--- src/pkg/epp_consts.svh ---
// register offsets, field positions, reset values and timing counts of the enhanced parallel port
// assumes inclusion by bare name from the package and the design modules
`ifndef EPP_CONSTS_SVH
`define EPP_CONSTS_SVH

// ==========================================================================
// register offsets (host address lines A2..A0)
`define OFS_SPP_DATA        3'h0
`define OFS_PORT_STATUS     3'h1
`define OFS_PORT_CONTROL    3'h2
`define OFS_EPP_ADDRESS     3'h3
`define OFS_EPP_EPP_DATA_BYTE0       3'h4
`define OFS_EPP_EPP_DATA_BYTE1       3'h5
`define OFS_EPP_EPP_DATA_BYTE2       3'h6
`define OFS_EPP_EPP_DATA_BYTE3       3'h7

// ==========================================================================
// control register fields
`define CTL_STROBE_BIT      0
`define CTL_AUTOFD_BIT      1
`define CTL_INIT_BIT        2
`define CTL_SELIN_BIT       3
`define CTL_IRQ_EN_BIT      4
`define CTL_DIR_BIT         5
`define CTL_RST             8'h04
`define CTL_RSVD_READ       2'h3

// ==========================================================================
// transfer size codes on XFER_SIZE; except for the reserved code, the code is the index of the last byte
`define XFER_8              2'h0
`define XFER_16             2'h1
`define XFER_RSVD           2'h2
`define XFER_32             2'h3

// ==========================================================================
// timing
`define CLK_MHZ             250
`define EPP_TMO_NS          10000
`define EPP_TMO_CYC         ((`EPP_TMO_NS * `CLK_MHZ + 999) / 1000)

`endif

--- src/pkg/epp_pkg.sv ---
// types shared by the enhanced parallel port host-side logic
// assumes epp_consts.svh is on the include path
`include "epp_consts.svh"

package epp_pkg;

   // =======================================================================
   // pin bundle sampled from outside the clock domain
   typedef struct packed {
      logic        rd_n;
      logic        wr_n;
      logic [2:0]  addr;
      logic [1:0]  size;
      logic [31:0] hdata;
      logic        wait_n;
      logic [7:0]  pd;
      logic        busy;
      logic        ack_n;
      logic        pe;
      logic        slct;
      logic        err_n;
   } pins_s;

   // =======================================================================
   // peripheral cycle sequencer
   typedef enum logic [2:0] {
      S_IDLE,
      S_DRIVE,
      S_STROBE,
      S_GAP,
      S_HOLD,
      S_ABORT,
      S_END
   } epp_fsm_e;

   typedef struct packed {
      pins_s       s1;
      pins_s       s2;
      pins_s       s3;
      epp_fsm_e    fsm;
      logic        write_cyc;
      logic        addr_cyc;
      logic [1:0]  idx;
      logic [1:0]  last;
      logic [7:0]  spp_data;
      logic [7:0]  ctrl;
      logic [7:0]  addr_byte;
      logic [31:0] bytes;
      logic        tmo_flag;
      logic        irq_stat;
      logic        en_prev;
      logic        write_n;
      logic        addr_strobe_n;
      logic        data_strobe_n;
      logic [7:0]  pd_o;
      logic        pd_oe;
      logic        stb_n;
      logic        afd_n;
      logic        init_n;
      logic        slin_n;
      logic        ready;
      logic        irq;
      logic [31:0] hdata_o;
      logic        hdata_oe;
   } core_s;

   typedef struct packed {
      logic [15:0] cnt;
      logic        expired;
   } tmo_s;

endpackage : epp_pkg

--- src/core/epp_host_port_rev17.sv ---
// enhanced parallel port, host-side register set and revision 1.7 cycle logic
// assumes a host bus with active-low read and write strobes that waits on BUS_READY,
// and a peripheral on the parallel connector; the bus and connector pins are synchronised here, EPP_ENABLE is used as it comes
//
// Overview of operation
// - without EPP access, behave as SPP Extended
// - ready held low too long raises time-out
// - time-out counts only while device clock runs
// - time-out releases strobe, sets status bit 0
// - time-out pulses interrupt when enable bit set
// - address register access starts address cycle
// - data register 0 access starts data cycle
// - data register 1 carries bits 15..8
// - data registers 2, 3 carry upper bytes
// - SPP data write sets port data lines
// - status read-only: pins plus interrupt status
// - control write sets pins, irq enable, direction
// - address write: latch, drive, write low, strobe
// - wait low pulls ready low until high
// - write end: strobe rises, then write line
// - address read gates port data, strobe low
// - read end: strobe rises and bus floats in the same cycle
// - data cycles mirror address cycles, data strobe
// - time-out flag cleared on enable, status read
`include "epp_consts.svh"

module epp_host_port_rev17
   import epp_pkg::*;
#(
   parameter int TIMEOUT_CYC = `EPP_TMO_CYC
)
(
   input  wire logic        CLK,
   input  wire logic        RST_N,
   input  wire logic        EPP_ENABLE,
   input  wire logic        HOST_RD_N,
   input  wire logic        HOST_WR_N,
   input  wire logic [2:0]  HOST_ADDR,
   input  wire logic [1:0]  XFER_SIZE,
   input  wire logic [31:0] HOST_DATA_I,
   output logic      [31:0] HOST_DATA_O,
   output logic             HOST_DATA_OE,
   output logic             BUS_READY,
   output logic             PORT_IRQ,
   input  wire logic [7:0]  PORT_DATA_I,
   output logic      [7:0]  PORT_DATA_O,
   output logic             PORT_DATA_OE,
   output logic             PORT_STROBE_N,
   output logic             PORT_AUTOFD_N,
   output logic             PORT_INIT_N,
   output logic             PORT_SELECT_IN_N,
   input  wire logic        PORT_WAIT_BUSY,
   input  wire logic        PORT_ACK_N,
   input  wire logic        PORT_PE,
   input  wire logic        PORT_SLCT,
   input  wire logic        PORT_ERR_N
);

   // =======================================================================
   // elaboration check
   generate
      if (TIMEOUT_CYC < 1 || TIMEOUT_CYC > 65534)
      begin : g_bad_timeout
         $error("epp_host_port_rev17: TIMEOUT_CYC out of range");
      end
   endgenerate

   core_s q;
   core_s d;
   pins_s pins;
   logic  expired;

   // =======================================================================
   // time-out counter, running while the host is held off
   epp_timeout_counter #(
      .LIMIT   (TIMEOUT_CYC)
   ) u_tmo (
      .CLK     (CLK),
      .RST_N   (RST_N),
      .RUN     (!q.ready && q.fsm != S_IDLE),
      .EXPIRED (expired)
   );

   // =======================================================================
   // pin sampling; the wait input shares the busy pin
   always_comb
   begin
      pins.rd_n   = HOST_RD_N;
      pins.wr_n   = HOST_WR_N;
      pins.addr   = HOST_ADDR;
      pins.size   = XFER_SIZE;
      pins.hdata  = HOST_DATA_I;
      pins.wait_n = PORT_WAIT_BUSY;
      pins.pd     = PORT_DATA_I;
      pins.busy   = PORT_WAIT_BUSY;
      pins.ack_n  = PORT_ACK_N;
      pins.pe     = PORT_PE;
      pins.slct   = PORT_SLCT;
      pins.err_n  = PORT_ERR_N;
   end

   // =======================================================================
   // next state
   always_comb
   begin
      pins_s      p;
      pins_s      pp;
      logic       wr_fall;
      logic       rd_fall;
      logic       rd_rise;
      logic       host_idle;
      logic       epp_reg;
      logic       start;
      logic [4:0] bsel;
      logic [7:0] rdata;
      d = q;
      p = q.s2;
      pp = q.s3;
      wr_fall = pp.wr_n && !p.wr_n;
      rd_fall = pp.rd_n && !p.rd_n;
      rd_rise = !pp.rd_n && p.rd_n;
      host_idle = p.rd_n && p.wr_n;
      epp_reg = EPP_ENABLE && (p.addr == `OFS_EPP_ADDRESS || p.addr == `OFS_EPP_EPP_DATA_BYTE0);
      start = 1'b0;
      bsel = {q.idx, 3'h0};
      rdata = 8'h00;
      d.s1 = pins;
      d.s2 = q.s1;
      d.s3 = q.s2;
      d.irq = 1'b0;
      d.en_prev = EPP_ENABLE;

      // status bits; the clears come first so that a set in the same cycle wins
      if (EPP_ENABLE && !q.en_prev)
      begin
         d.tmo_flag = 1'b0;
      end
      if (q.fsm == S_IDLE && rd_rise && pp.addr == `OFS_PORT_STATUS)
      begin
         d.tmo_flag = 1'b0;
         d.irq_stat = 1'b1;
      end
      if (!pp.ack_n && p.ack_n && q.ctrl[`CTL_IRQ_EN_BIT])
      begin
         // interrupt is a pulse here, the latched copy sits in status bit 2
         d.irq = 1'b1;
         d.irq_stat = 1'b0;
      end

      // register read data
      unique case (p.addr)
         `OFS_SPP_DATA:     rdata = q.ctrl[`CTL_DIR_BIT] ? p.pd : q.spp_data;
         `OFS_PORT_STATUS:  rdata = {!p.busy, p.ack_n, p.pe, p.slct, p.err_n, q.irq_stat,
                                     1'b1, EPP_ENABLE ? q.tmo_flag : 1'b1};
         `OFS_PORT_CONTROL: rdata = {`CTL_RSVD_READ, EPP_ENABLE ? q.ctrl[`CTL_DIR_BIT] : 1'b1,
                                     q.ctrl[4:0]};
         `OFS_EPP_ADDRESS:  rdata = q.addr_byte;
         `OFS_EPP_EPP_DATA_BYTE0:    rdata = q.bytes[7:0];
         `OFS_EPP_EPP_DATA_BYTE1:    rdata = q.bytes[15:8];
         `OFS_EPP_EPP_DATA_BYTE2:    rdata = q.bytes[23:16];
         `OFS_EPP_EPP_DATA_BYTE3:    rdata = q.bytes[31:24];
      endcase

      unique case (q.fsm)
         S_IDLE:
         begin
            d.hdata_oe = !p.rd_n;
            d.hdata_o = {24'h000000, rdata};
            if ((wr_fall || rd_fall) && epp_reg)
            begin
               start = 1'b1;
            end
            else if (wr_fall)
            begin
               // writes to status are ignored
               unique case (p.addr)
                  `OFS_SPP_DATA:     d.spp_data = p.hdata[7:0];
                  `OFS_PORT_CONTROL: d.ctrl = p.hdata[7:0];
                  `OFS_EPP_ADDRESS:  d.addr_byte = p.hdata[7:0];
                  `OFS_EPP_EPP_DATA_BYTE0:    d.bytes[7:0] = p.hdata[7:0];
                  `OFS_EPP_EPP_DATA_BYTE1:    d.bytes[15:8] = p.hdata[7:0];
                  `OFS_EPP_EPP_DATA_BYTE2:    d.bytes[23:16] = p.hdata[7:0];
                  `OFS_EPP_EPP_DATA_BYTE3:    d.bytes[31:24] = p.hdata[7:0];
                  default:           d.spp_data = q.spp_data;
               endcase
            end
            if (start)
            begin
               d.write_cyc = !p.wr_n;
               d.addr_cyc = (p.addr == `OFS_EPP_ADDRESS);
               d.idx = 2'h0;
               // a reserved size code runs as a 16-bit transfer
               d.last = d.addr_cyc ? `XFER_8 :
                        (p.size == `XFER_RSVD ? `XFER_16 : p.size);
               if (!p.wr_n && d.addr_cyc)
               begin
                  d.addr_byte = p.hdata[7:0];
               end
               else if (!p.wr_n)
               begin
                  d.bytes = p.hdata;
               end
               d.write_n = p.wr_n;
               d.ready = p.wait_n && d.last == `XFER_8;
               d.hdata_oe = 1'b0;
               d.fsm = S_DRIVE;
            end
         end
         S_DRIVE:
         begin
            if (q.addr_cyc)
            begin
               d.addr_strobe_n = 1'b0;
            end
            else
            begin
               d.data_strobe_n = 1'b0;
            end
            d.fsm = S_STROBE;
         end
         S_STROBE:
         begin
            if (!q.write_cyc && q.addr_cyc)
            begin
               d.addr_byte = p.pd;
            end
            else if (!q.write_cyc)
            begin
               d.bytes[bsel +: 8] = p.pd;
            end
            if (expired)
            begin
               d.fsm = S_ABORT;
            end
            else if (p.wait_n && q.idx != q.last)
            begin
               d.addr_strobe_n = 1'b1;
               d.data_strobe_n = 1'b1;
               d.write_n = 1'b1;
               d.fsm = S_GAP;
            end
            else if (p.wait_n)
            begin
               d.ready = 1'b1;
               d.fsm = S_HOLD;
            end
         end
         S_GAP:
         begin
            // next byte only once the peripheral has dropped its acknowledge
            if (expired)
            begin
               d.fsm = S_ABORT;
            end
            else if (!p.wait_n)
            begin
               d.idx = q.idx + 2'h1;
               d.write_n = !q.write_cyc;
               d.fsm = S_DRIVE;
            end
         end
         S_HOLD:
         begin
            if (host_idle)
            begin
               d.addr_strobe_n = 1'b1;
               d.data_strobe_n = 1'b1;
               d.fsm = S_END;
            end
         end
         S_ABORT:
         begin
            if (host_idle)
            begin
               d.fsm = S_END;
            end
         end
         S_END:
         begin
            d.write_n = 1'b1;
            d.hdata_oe = 1'b0;
            d.fsm = S_IDLE;
         end
      endcase

      // time-out abort, entered from a stalled strobe or gap
      if (d.fsm == S_ABORT && q.fsm != S_ABORT)
      begin
         d.addr_strobe_n = 1'b1;
         d.data_strobe_n = 1'b1;
         d.ready = 1'b1;
         d.tmo_flag = 1'b1;
         d.irq = q.ctrl[`CTL_IRQ_EN_BIT];
      end

      // host bus during an EPP read: live port data until wait is seen high, then held until the host releases read
      if (q.fsm != S_IDLE && q.fsm != S_END && !q.write_cyc)
      begin
         d.hdata_oe = !p.rd_n || q.fsm != S_HOLD;
         d.hdata_o = q.addr_cyc ? {24'h000000, d.addr_byte} : d.bytes;
      end

      // port data lines; during an EPP cycle the sequencer owns them
      if (d.fsm != S_IDLE && d.write_cyc)
      begin
         d.pd_o = d.addr_cyc ? d.addr_byte : d.bytes[{d.idx, 3'h0} +: 8];
         d.pd_oe = 1'b1;
      end
      else if (d.fsm != S_IDLE)
      begin
         d.pd_o = d.spp_data;
         d.pd_oe = 1'b0;
      end
      else
      begin
         d.pd_o = d.spp_data;
         d.pd_oe = !d.ctrl[`CTL_DIR_BIT];
      end

      // control pins; bits left set by software would mask the hardware strobes
      d.stb_n = d.write_n && !d.ctrl[`CTL_STROBE_BIT];
      d.afd_n = d.data_strobe_n && !d.ctrl[`CTL_AUTOFD_BIT];
      d.init_n = d.ctrl[`CTL_INIT_BIT];
      d.slin_n = d.addr_strobe_n && !d.ctrl[`CTL_SELIN_BIT];
   end

   // =======================================================================
   // state register; sampled pins reset to their idle levels
   always_ff @(posedge CLK or negedge RST_N)
   begin
      if (!RST_N)
      begin
         q <= '0;
         q.s1.rd_n <= 1'b1;
         q.s1.wr_n <= 1'b1;
         q.s1.ack_n <= 1'b1;
         q.s2.rd_n <= 1'b1;
         q.s2.wr_n <= 1'b1;
         q.s2.ack_n <= 1'b1;
         q.s3.rd_n <= 1'b1;
         q.s3.wr_n <= 1'b1;
         q.s3.ack_n <= 1'b1;
         q.fsm <= S_IDLE;
         q.ctrl <= `CTL_RST;
         q.tmo_flag <= 1'b1;
         q.irq_stat <= 1'b1;
         q.write_n <= 1'b1;
         q.addr_strobe_n <= 1'b1;
         q.data_strobe_n <= 1'b1;
         q.pd_oe <= 1'b1;
         q.stb_n <= 1'b1;
         q.afd_n <= 1'b1;
         q.init_n <= 1'b1;
         q.slin_n <= 1'b1;
         q.ready <= 1'b1;
      end
      else
      begin
         q <= d;
      end
   end

   // =======================================================================
   // outputs, all straight from the state register
   assign HOST_DATA_O      = q.hdata_o;
   assign HOST_DATA_OE     = q.hdata_oe;
   assign BUS_READY        = q.ready;
   assign PORT_IRQ         = q.irq;
   assign PORT_DATA_O      = q.pd_o;
   assign PORT_DATA_OE     = q.pd_oe;
   assign PORT_STROBE_N    = q.stb_n;
   assign PORT_AUTOFD_N    = q.afd_n;
   assign PORT_INIT_N      = q.init_n;
   assign PORT_SELECT_IN_N = q.slin_n;

endmodule : epp_host_port_rev17

--- src/core/epp_timeout_counter.sv ---
// time-out counter for a stalled peripheral cycle
// assumes RUN is a same-clock level that is high while bus ready is held low
`include "epp_consts.svh"

module epp_timeout_counter
   import epp_pkg::*;
#(
   parameter int LIMIT = `EPP_TMO_CYC
)
(
   input  wire logic CLK,
   input  wire logic RST_N,
   input  wire logic RUN,
   output logic      EXPIRED
);

   // =======================================================================
   // elaboration check
   generate
      if (LIMIT < 1 || LIMIT > 65534)
      begin : g_bad_limit
         $error("epp_timeout_counter: LIMIT out of range");
      end
   endgenerate

   localparam logic [15:0] LIMIT_C = 16'(LIMIT);

   tmo_s q;
   tmo_s d;

   // =======================================================================
   // counting; a stopped clock counts nothing, so no time-out is raised then
   always_comb
   begin
      d = q;
      d.expired = 1'b0;
      if (!RUN)
      begin
         d.cnt = 16'h0000;
      end
      else if (q.cnt == LIMIT_C)
      begin
         d.expired = 1'b1;
      end
      else
      begin
         d.cnt = q.cnt + 16'h0001;
      end
   end

   always_ff @(posedge CLK or negedge RST_N)
   begin
      if (!RST_N)
      begin
         q <= '0;
      end
      else
      begin
         q <= d;
      end
   end

   assign EXPIRED = q.expired;

endmodule : epp_timeout_counter

--- config.mk ---
export PLATFORM = sky130hd
export DESIGN_NAME = epp_host_port_rev17
export DESIGN_NICKNAME = d
export VERILOG_FILES = /design/src/pkg/epp_pkg.sv /design/src/core/epp_host_port_rev17.sv /design/src/core/epp_timeout_counter.sv
export VERILOG_INCLUDE_DIRS = /design/src /design/src/pkg
export SDC_FILE = /design/constraint.sdc
export NUM_CORES = 1
export LEC_CHECK = 0
export ABC_AREA = 1
export BUFFER_PORTS_ARGS = -buffer_cell sky130_fd_sc_hd__buf_2
export CAP_MARGIN = 25
export CORE_ASPECT_RATIO = 2
export CORE_MARGIN = 1
export CORE_UTILIZATION = 54
export DETAILED_ROUTE_END_ITERATION = 10
export PLACE_DENSITY = 0.78
export SLEW_MARGIN = 10
export SYNTH_ARGS = -nofsm -noshare
export SYNTH_HDL_FRONTEND = slang
export SYNTH_SLANG_ARGS = --single-unit
--- constraint.sdc ---
create_clock -name CLK -period 2 [get_ports CLK]
set_input_delay 0.2 -clock CLK [delete_from_list [all_inputs] [get_ports CLK]]
set_output_delay 0.2 -clock CLK [all_outputs]
set_load 0.05 [all_outputs]
==> summary by stage <==
Critical path
The worst flop-to-flop path startpoint is q[171]$_DFF_PN1_. STA classifies the critical path startpoint as a register. Along the worst path, the maximum fanout reaches 6. The source of the critical timing path is q[171]$_DFF_PN1_.

The worst setup path is captured at a register. The endpoint identified for the worst register-to-register timing path is PORT_DATA_O[4]$_DFF_PN0_. The critical path is of the register to register type.

The logic depth of the worst register-to-register path is 12. At the worst endpoint, the arrival time is 2650 ps. The most critical setup path has its endpoint at PORT_DATA_O[4]$_DFF_PN0_. For flop-to-flop paths, the worst setup slack is -210 ps.

For the worst setup path, the data required time is between 2000 and 2500 ps.

Clock network
The insertion delay of the later-clocked pin in the worst-skew pair is ~540 ps. The clock sink total is between 200 and 250. Clock-pin slew was measured on the worst setup and hold paths at 80 ps. The clock passes through at most 3 buffers. The deepest level of the CTS H-tree is 1. The clock tree from TritonCTS is yes. The master cell of the clock root buffer is clkbuf_16. The number of buffers inserted during clock tree synthesis is 21.

Yosys
Summed over its instances, the top area cell type makes up between 40% and 50% of the synthesized netlist area. Counting every net in the synthesized netlist gives ~1,400. The count of synthesis-stage warnings from yosys is 0. The number of unique standard cell types used by synthesis is 56.

For this run, the register share of the synthesized area comes to between 50% and 60%. The synthesized design spends more area on one cell type than any other, namely dfrtp_1. The cell count after synthesis is approximately 1,400. The average instance area after synthesis is approximately 8.6 um2. Sorting the synthesized cells by area gives the leading types as dfrtp_1 (48%), nand2_1 (10%), nand3_1 (4.9%). The number of synthesized register bits is approximately 240. In this run the cell area of the synthesized design comes to between 10,000 and 15,000 um2.

Timing
The number of endpoints with negative hold slack in the final report is 0. The worst path in the final design needs a cycle of around 2200 ps, including I/O delays and setup. Setup repair after global routing could not meet its margin everywhere.

The number of endpoints failing setup at the final stage is 16. After layout, the worst setup slack is -208 ps. The number of pins with negative max-slew slack in the final report is 0. The worst slew margin relative to its limit is 64.2%. The worst hold slack across all endpoints is 165 ps.

The total negative setup slack is -1690 ps. Across the routed clock network, the largest skew measured is between 20 and 30 ps. The final period utilization is 110%.

For the pin with the worst max-slew slack, the measured transition is ~540 ps. Static timing analysis puts the maximum clock frequency at roughly 450 MHz.

Route
In the routed design, unresolved DRC markers number 0. The residual antenna-violating net count after detailed routing is 0. The number of vias in the routed layout is approximately 11,000. The total wirelength of the detailed-routed design is about 46 mm. In this run, the number of DRC markers left after iteration 0 of detailed routing was about 900.

After detailed routing, the average wire length per cell comes to about 23 um. The average vias per placed instance is just under 6. The first-pass iteration count of the detailed router is 6.

Placement
The detailed placement HPWL is 32.2 mm. The number of buffer cells added on primary ports is 102. The instance count after placement with tap cells included is roughly 1,800. At the end of routability-driven placement, the weighted congestion stood at roughly 1.1.

Finish
The layout cell share with drive strength beyond 1 is 34.5%. Once layout is complete, the utilization of the core stands at around three quarters. Counting the fill cells in the layout gives 1,512.

The area overhead of the layout relative to synthesis is 36.6%. The number of diodes is 0. Leaving out filler cells and counting taps, the final layout contains around 2,000.

The final layout contains ~1,700 nets.

Global routing
The initial antenna violation count was 1. The total track usage is approximately 41%. The total congestion overflow is 0. The number of global-route vias before repair is about 12,000. Entering global routing, the biggest net connects slightly below 60 pins. The first global-routing pass estimated about 67 mm of wire.

Run
The max-cap check violation count is 0.

Power and ir drop
VDD sags by at most approximately 1.4 mV. The standby leakage power is roughly 7.8 nW. Power spread over the standard cell area amounts to about 1600 nW/um2.

Floorplanning
The initial utilization of the core area, before any placement, comes to 55.3%. The I/O pin count is between 100 and 150. The die height is around 210 um. The die area is approximately 22,000 um2. The placeable core area is ~21,000 um2. After floorplanning, the core was divided into 75 placement rows.

The floorplan step set the die width to ~110 um.

Status
The run finished, with violations left. The final reports fail on negative setup slack.

Hold path
The worst hold path belongs to the class primary input to asynchronous set/reset pin.
## kinds of logic after synthesis
group,after synthesis,share of synthesized area [%]
AOI/OAI and AO/OA,250,12.8
xor gates and xnor gates,1,0.0750
adders and majority gates,7,0.750
buffers and inverters,236,9.79
DFF,243,52.3
and+or+nand+nor,613,24.3
## cells in the mapped netlist, drive strengths merged
library cell    n
o22ai          10
buf            76
a21oi          67
a22oi          10
o21a            8
nor3b           2
o21ai          97
dfstp          20
clkinv          3
a311oi          1
nand3b          2
o22a            1
nor4            5
o41ai           1
o31ai           1
a211oi          2
dfrtp         223
clkbuf          8
a22o           10
nor3           16
nand3         120
o32ai           1
and2            3
a221oi          2
nand4          36
a2111oi         1
inv           149
ha              7
o211ai         25
nand2         334
nor2           84
o2111ai         3
and3            1
or2            10
xnor2           1
a31oi          10
## stage by stage
step                setup WS [ps]  cell area [um2]  power (mW)
floorplan                    33.9            11700        14.5
global placement             -281            13700        19.3
detailed placement           -294            13700        19.5
CTS                          -131            15300        24.3
global route                 -273            16000        26.8
finish                       -208            16000        25.7
## per-layer routing
| layer | GRT usage [%] | share of wire (%) | up-vias |
|---|---|---|---|
| met1 | 43.5 | 33 | 5415 |
| met4 | 35.2 | 10 | 0 |
| li1 | - | - | 5097 |
| met3 | 7.48 | 7.3 | 265 |
| met2 | 70.7 | 49 | 634 |
| met5 | 0 | 0 | - |
## worst min-delay path by stage
stage | startpoint | end | slack, ps
floorplan | RST_N | HOST_DATA_OE$_DFFE_PN0P_ | -100
global placement | RST_N | u_tmo.q[8]$_DFFE_PN0N_ | 110
detailed placement | RST_N | u_tmo.q[8]$_DFFE_PN0N_ | 120
CTS | RST_N | d[189]$_DFF_PN0_ | 170
global route | RST_N | u_tmo.q[11]$_DFFE_PN0N_ | 190
finish | RST_N | u_tmo.q[10]$_DFFE_PN0N_ | 160
## sequential cells by signal (all words and copies together), names as in the netlist
| signal | flops |
|---|---|
| BUS_READY | 1 |
| HOST_DATA_O | 32 |
| HOST_DATA_OE | 1 |
| PORT_AUTOFD_N | 1 |
| PORT_DATA_O | 8 |
| PORT_DATA_OE | 1 |
| PORT_IRQ | 1 |
| PORT_SELECT_IN_N | 1 |
| PORT_STROBE_N | 1 |
| d | 104 |
| q | 75 |
| u_tmo.EXPIRED | 1 |
| u_tmo.q | 16 |
## final cells by class
cell class	count	area [um2]	share of cell area, %
Inverter	152	611	3.83
Tap cell	269	337	2.11
Timing Repair Buffer	380	3110	19.5
Clock inverter	11	131	0.824
Sequential cell	243	6110	38.3
Multi-Input combinational cell	872	5090	31.9
Clock buffer	26	564	3.54
## cells in the final DEF (no fill, tap or decap), drive strengths merged, types with 16 or more instances in the layout
master,netlist,final
dfrtp,223,223
o21ai,97,97
nor2,84,84
nand3,120,121
nand4,36,36
o211ai,25,25
dlygate4sd3,0,54
buf,76,326
dfstp,20,20
a21oi,67,67
clkbuf,8,26
nor3,16,16
nand2,334,334
inv,149,150
## critical path, cell delays in order, from the launching register on
cell and delay (ps):
dfstp_2 540, nand2_2 70, a21oi_4 210, nand3_4 210, buf_6 190, buf_6 120, or2_0 230, nand3_1 140
nand4_1 130, nand2_2 100, nand3_2 70, nand2_2 60, nand2_1 50
## power breakdown
| part | switching (mW) | internal [mW] | total [mW] |
|---|---|---|---|
| combinational | 9.12 | 5.20 | 14.3 |
| sequential | 0.962 | 6.19 | 7.15 |
| clock | 1.96 | 2.30 | 4.25 |
## timing repair
item,4_1_cts,5_1_grt
pin swaps,33,54
gates cloned,0,1
endpoints found under the hold margin,254,0
resized for setup,69,154
setup endpoints to repair,30,51
buffers inserted,15,12
hold buffers,54,0
Power figures use the tool's default switching activity.
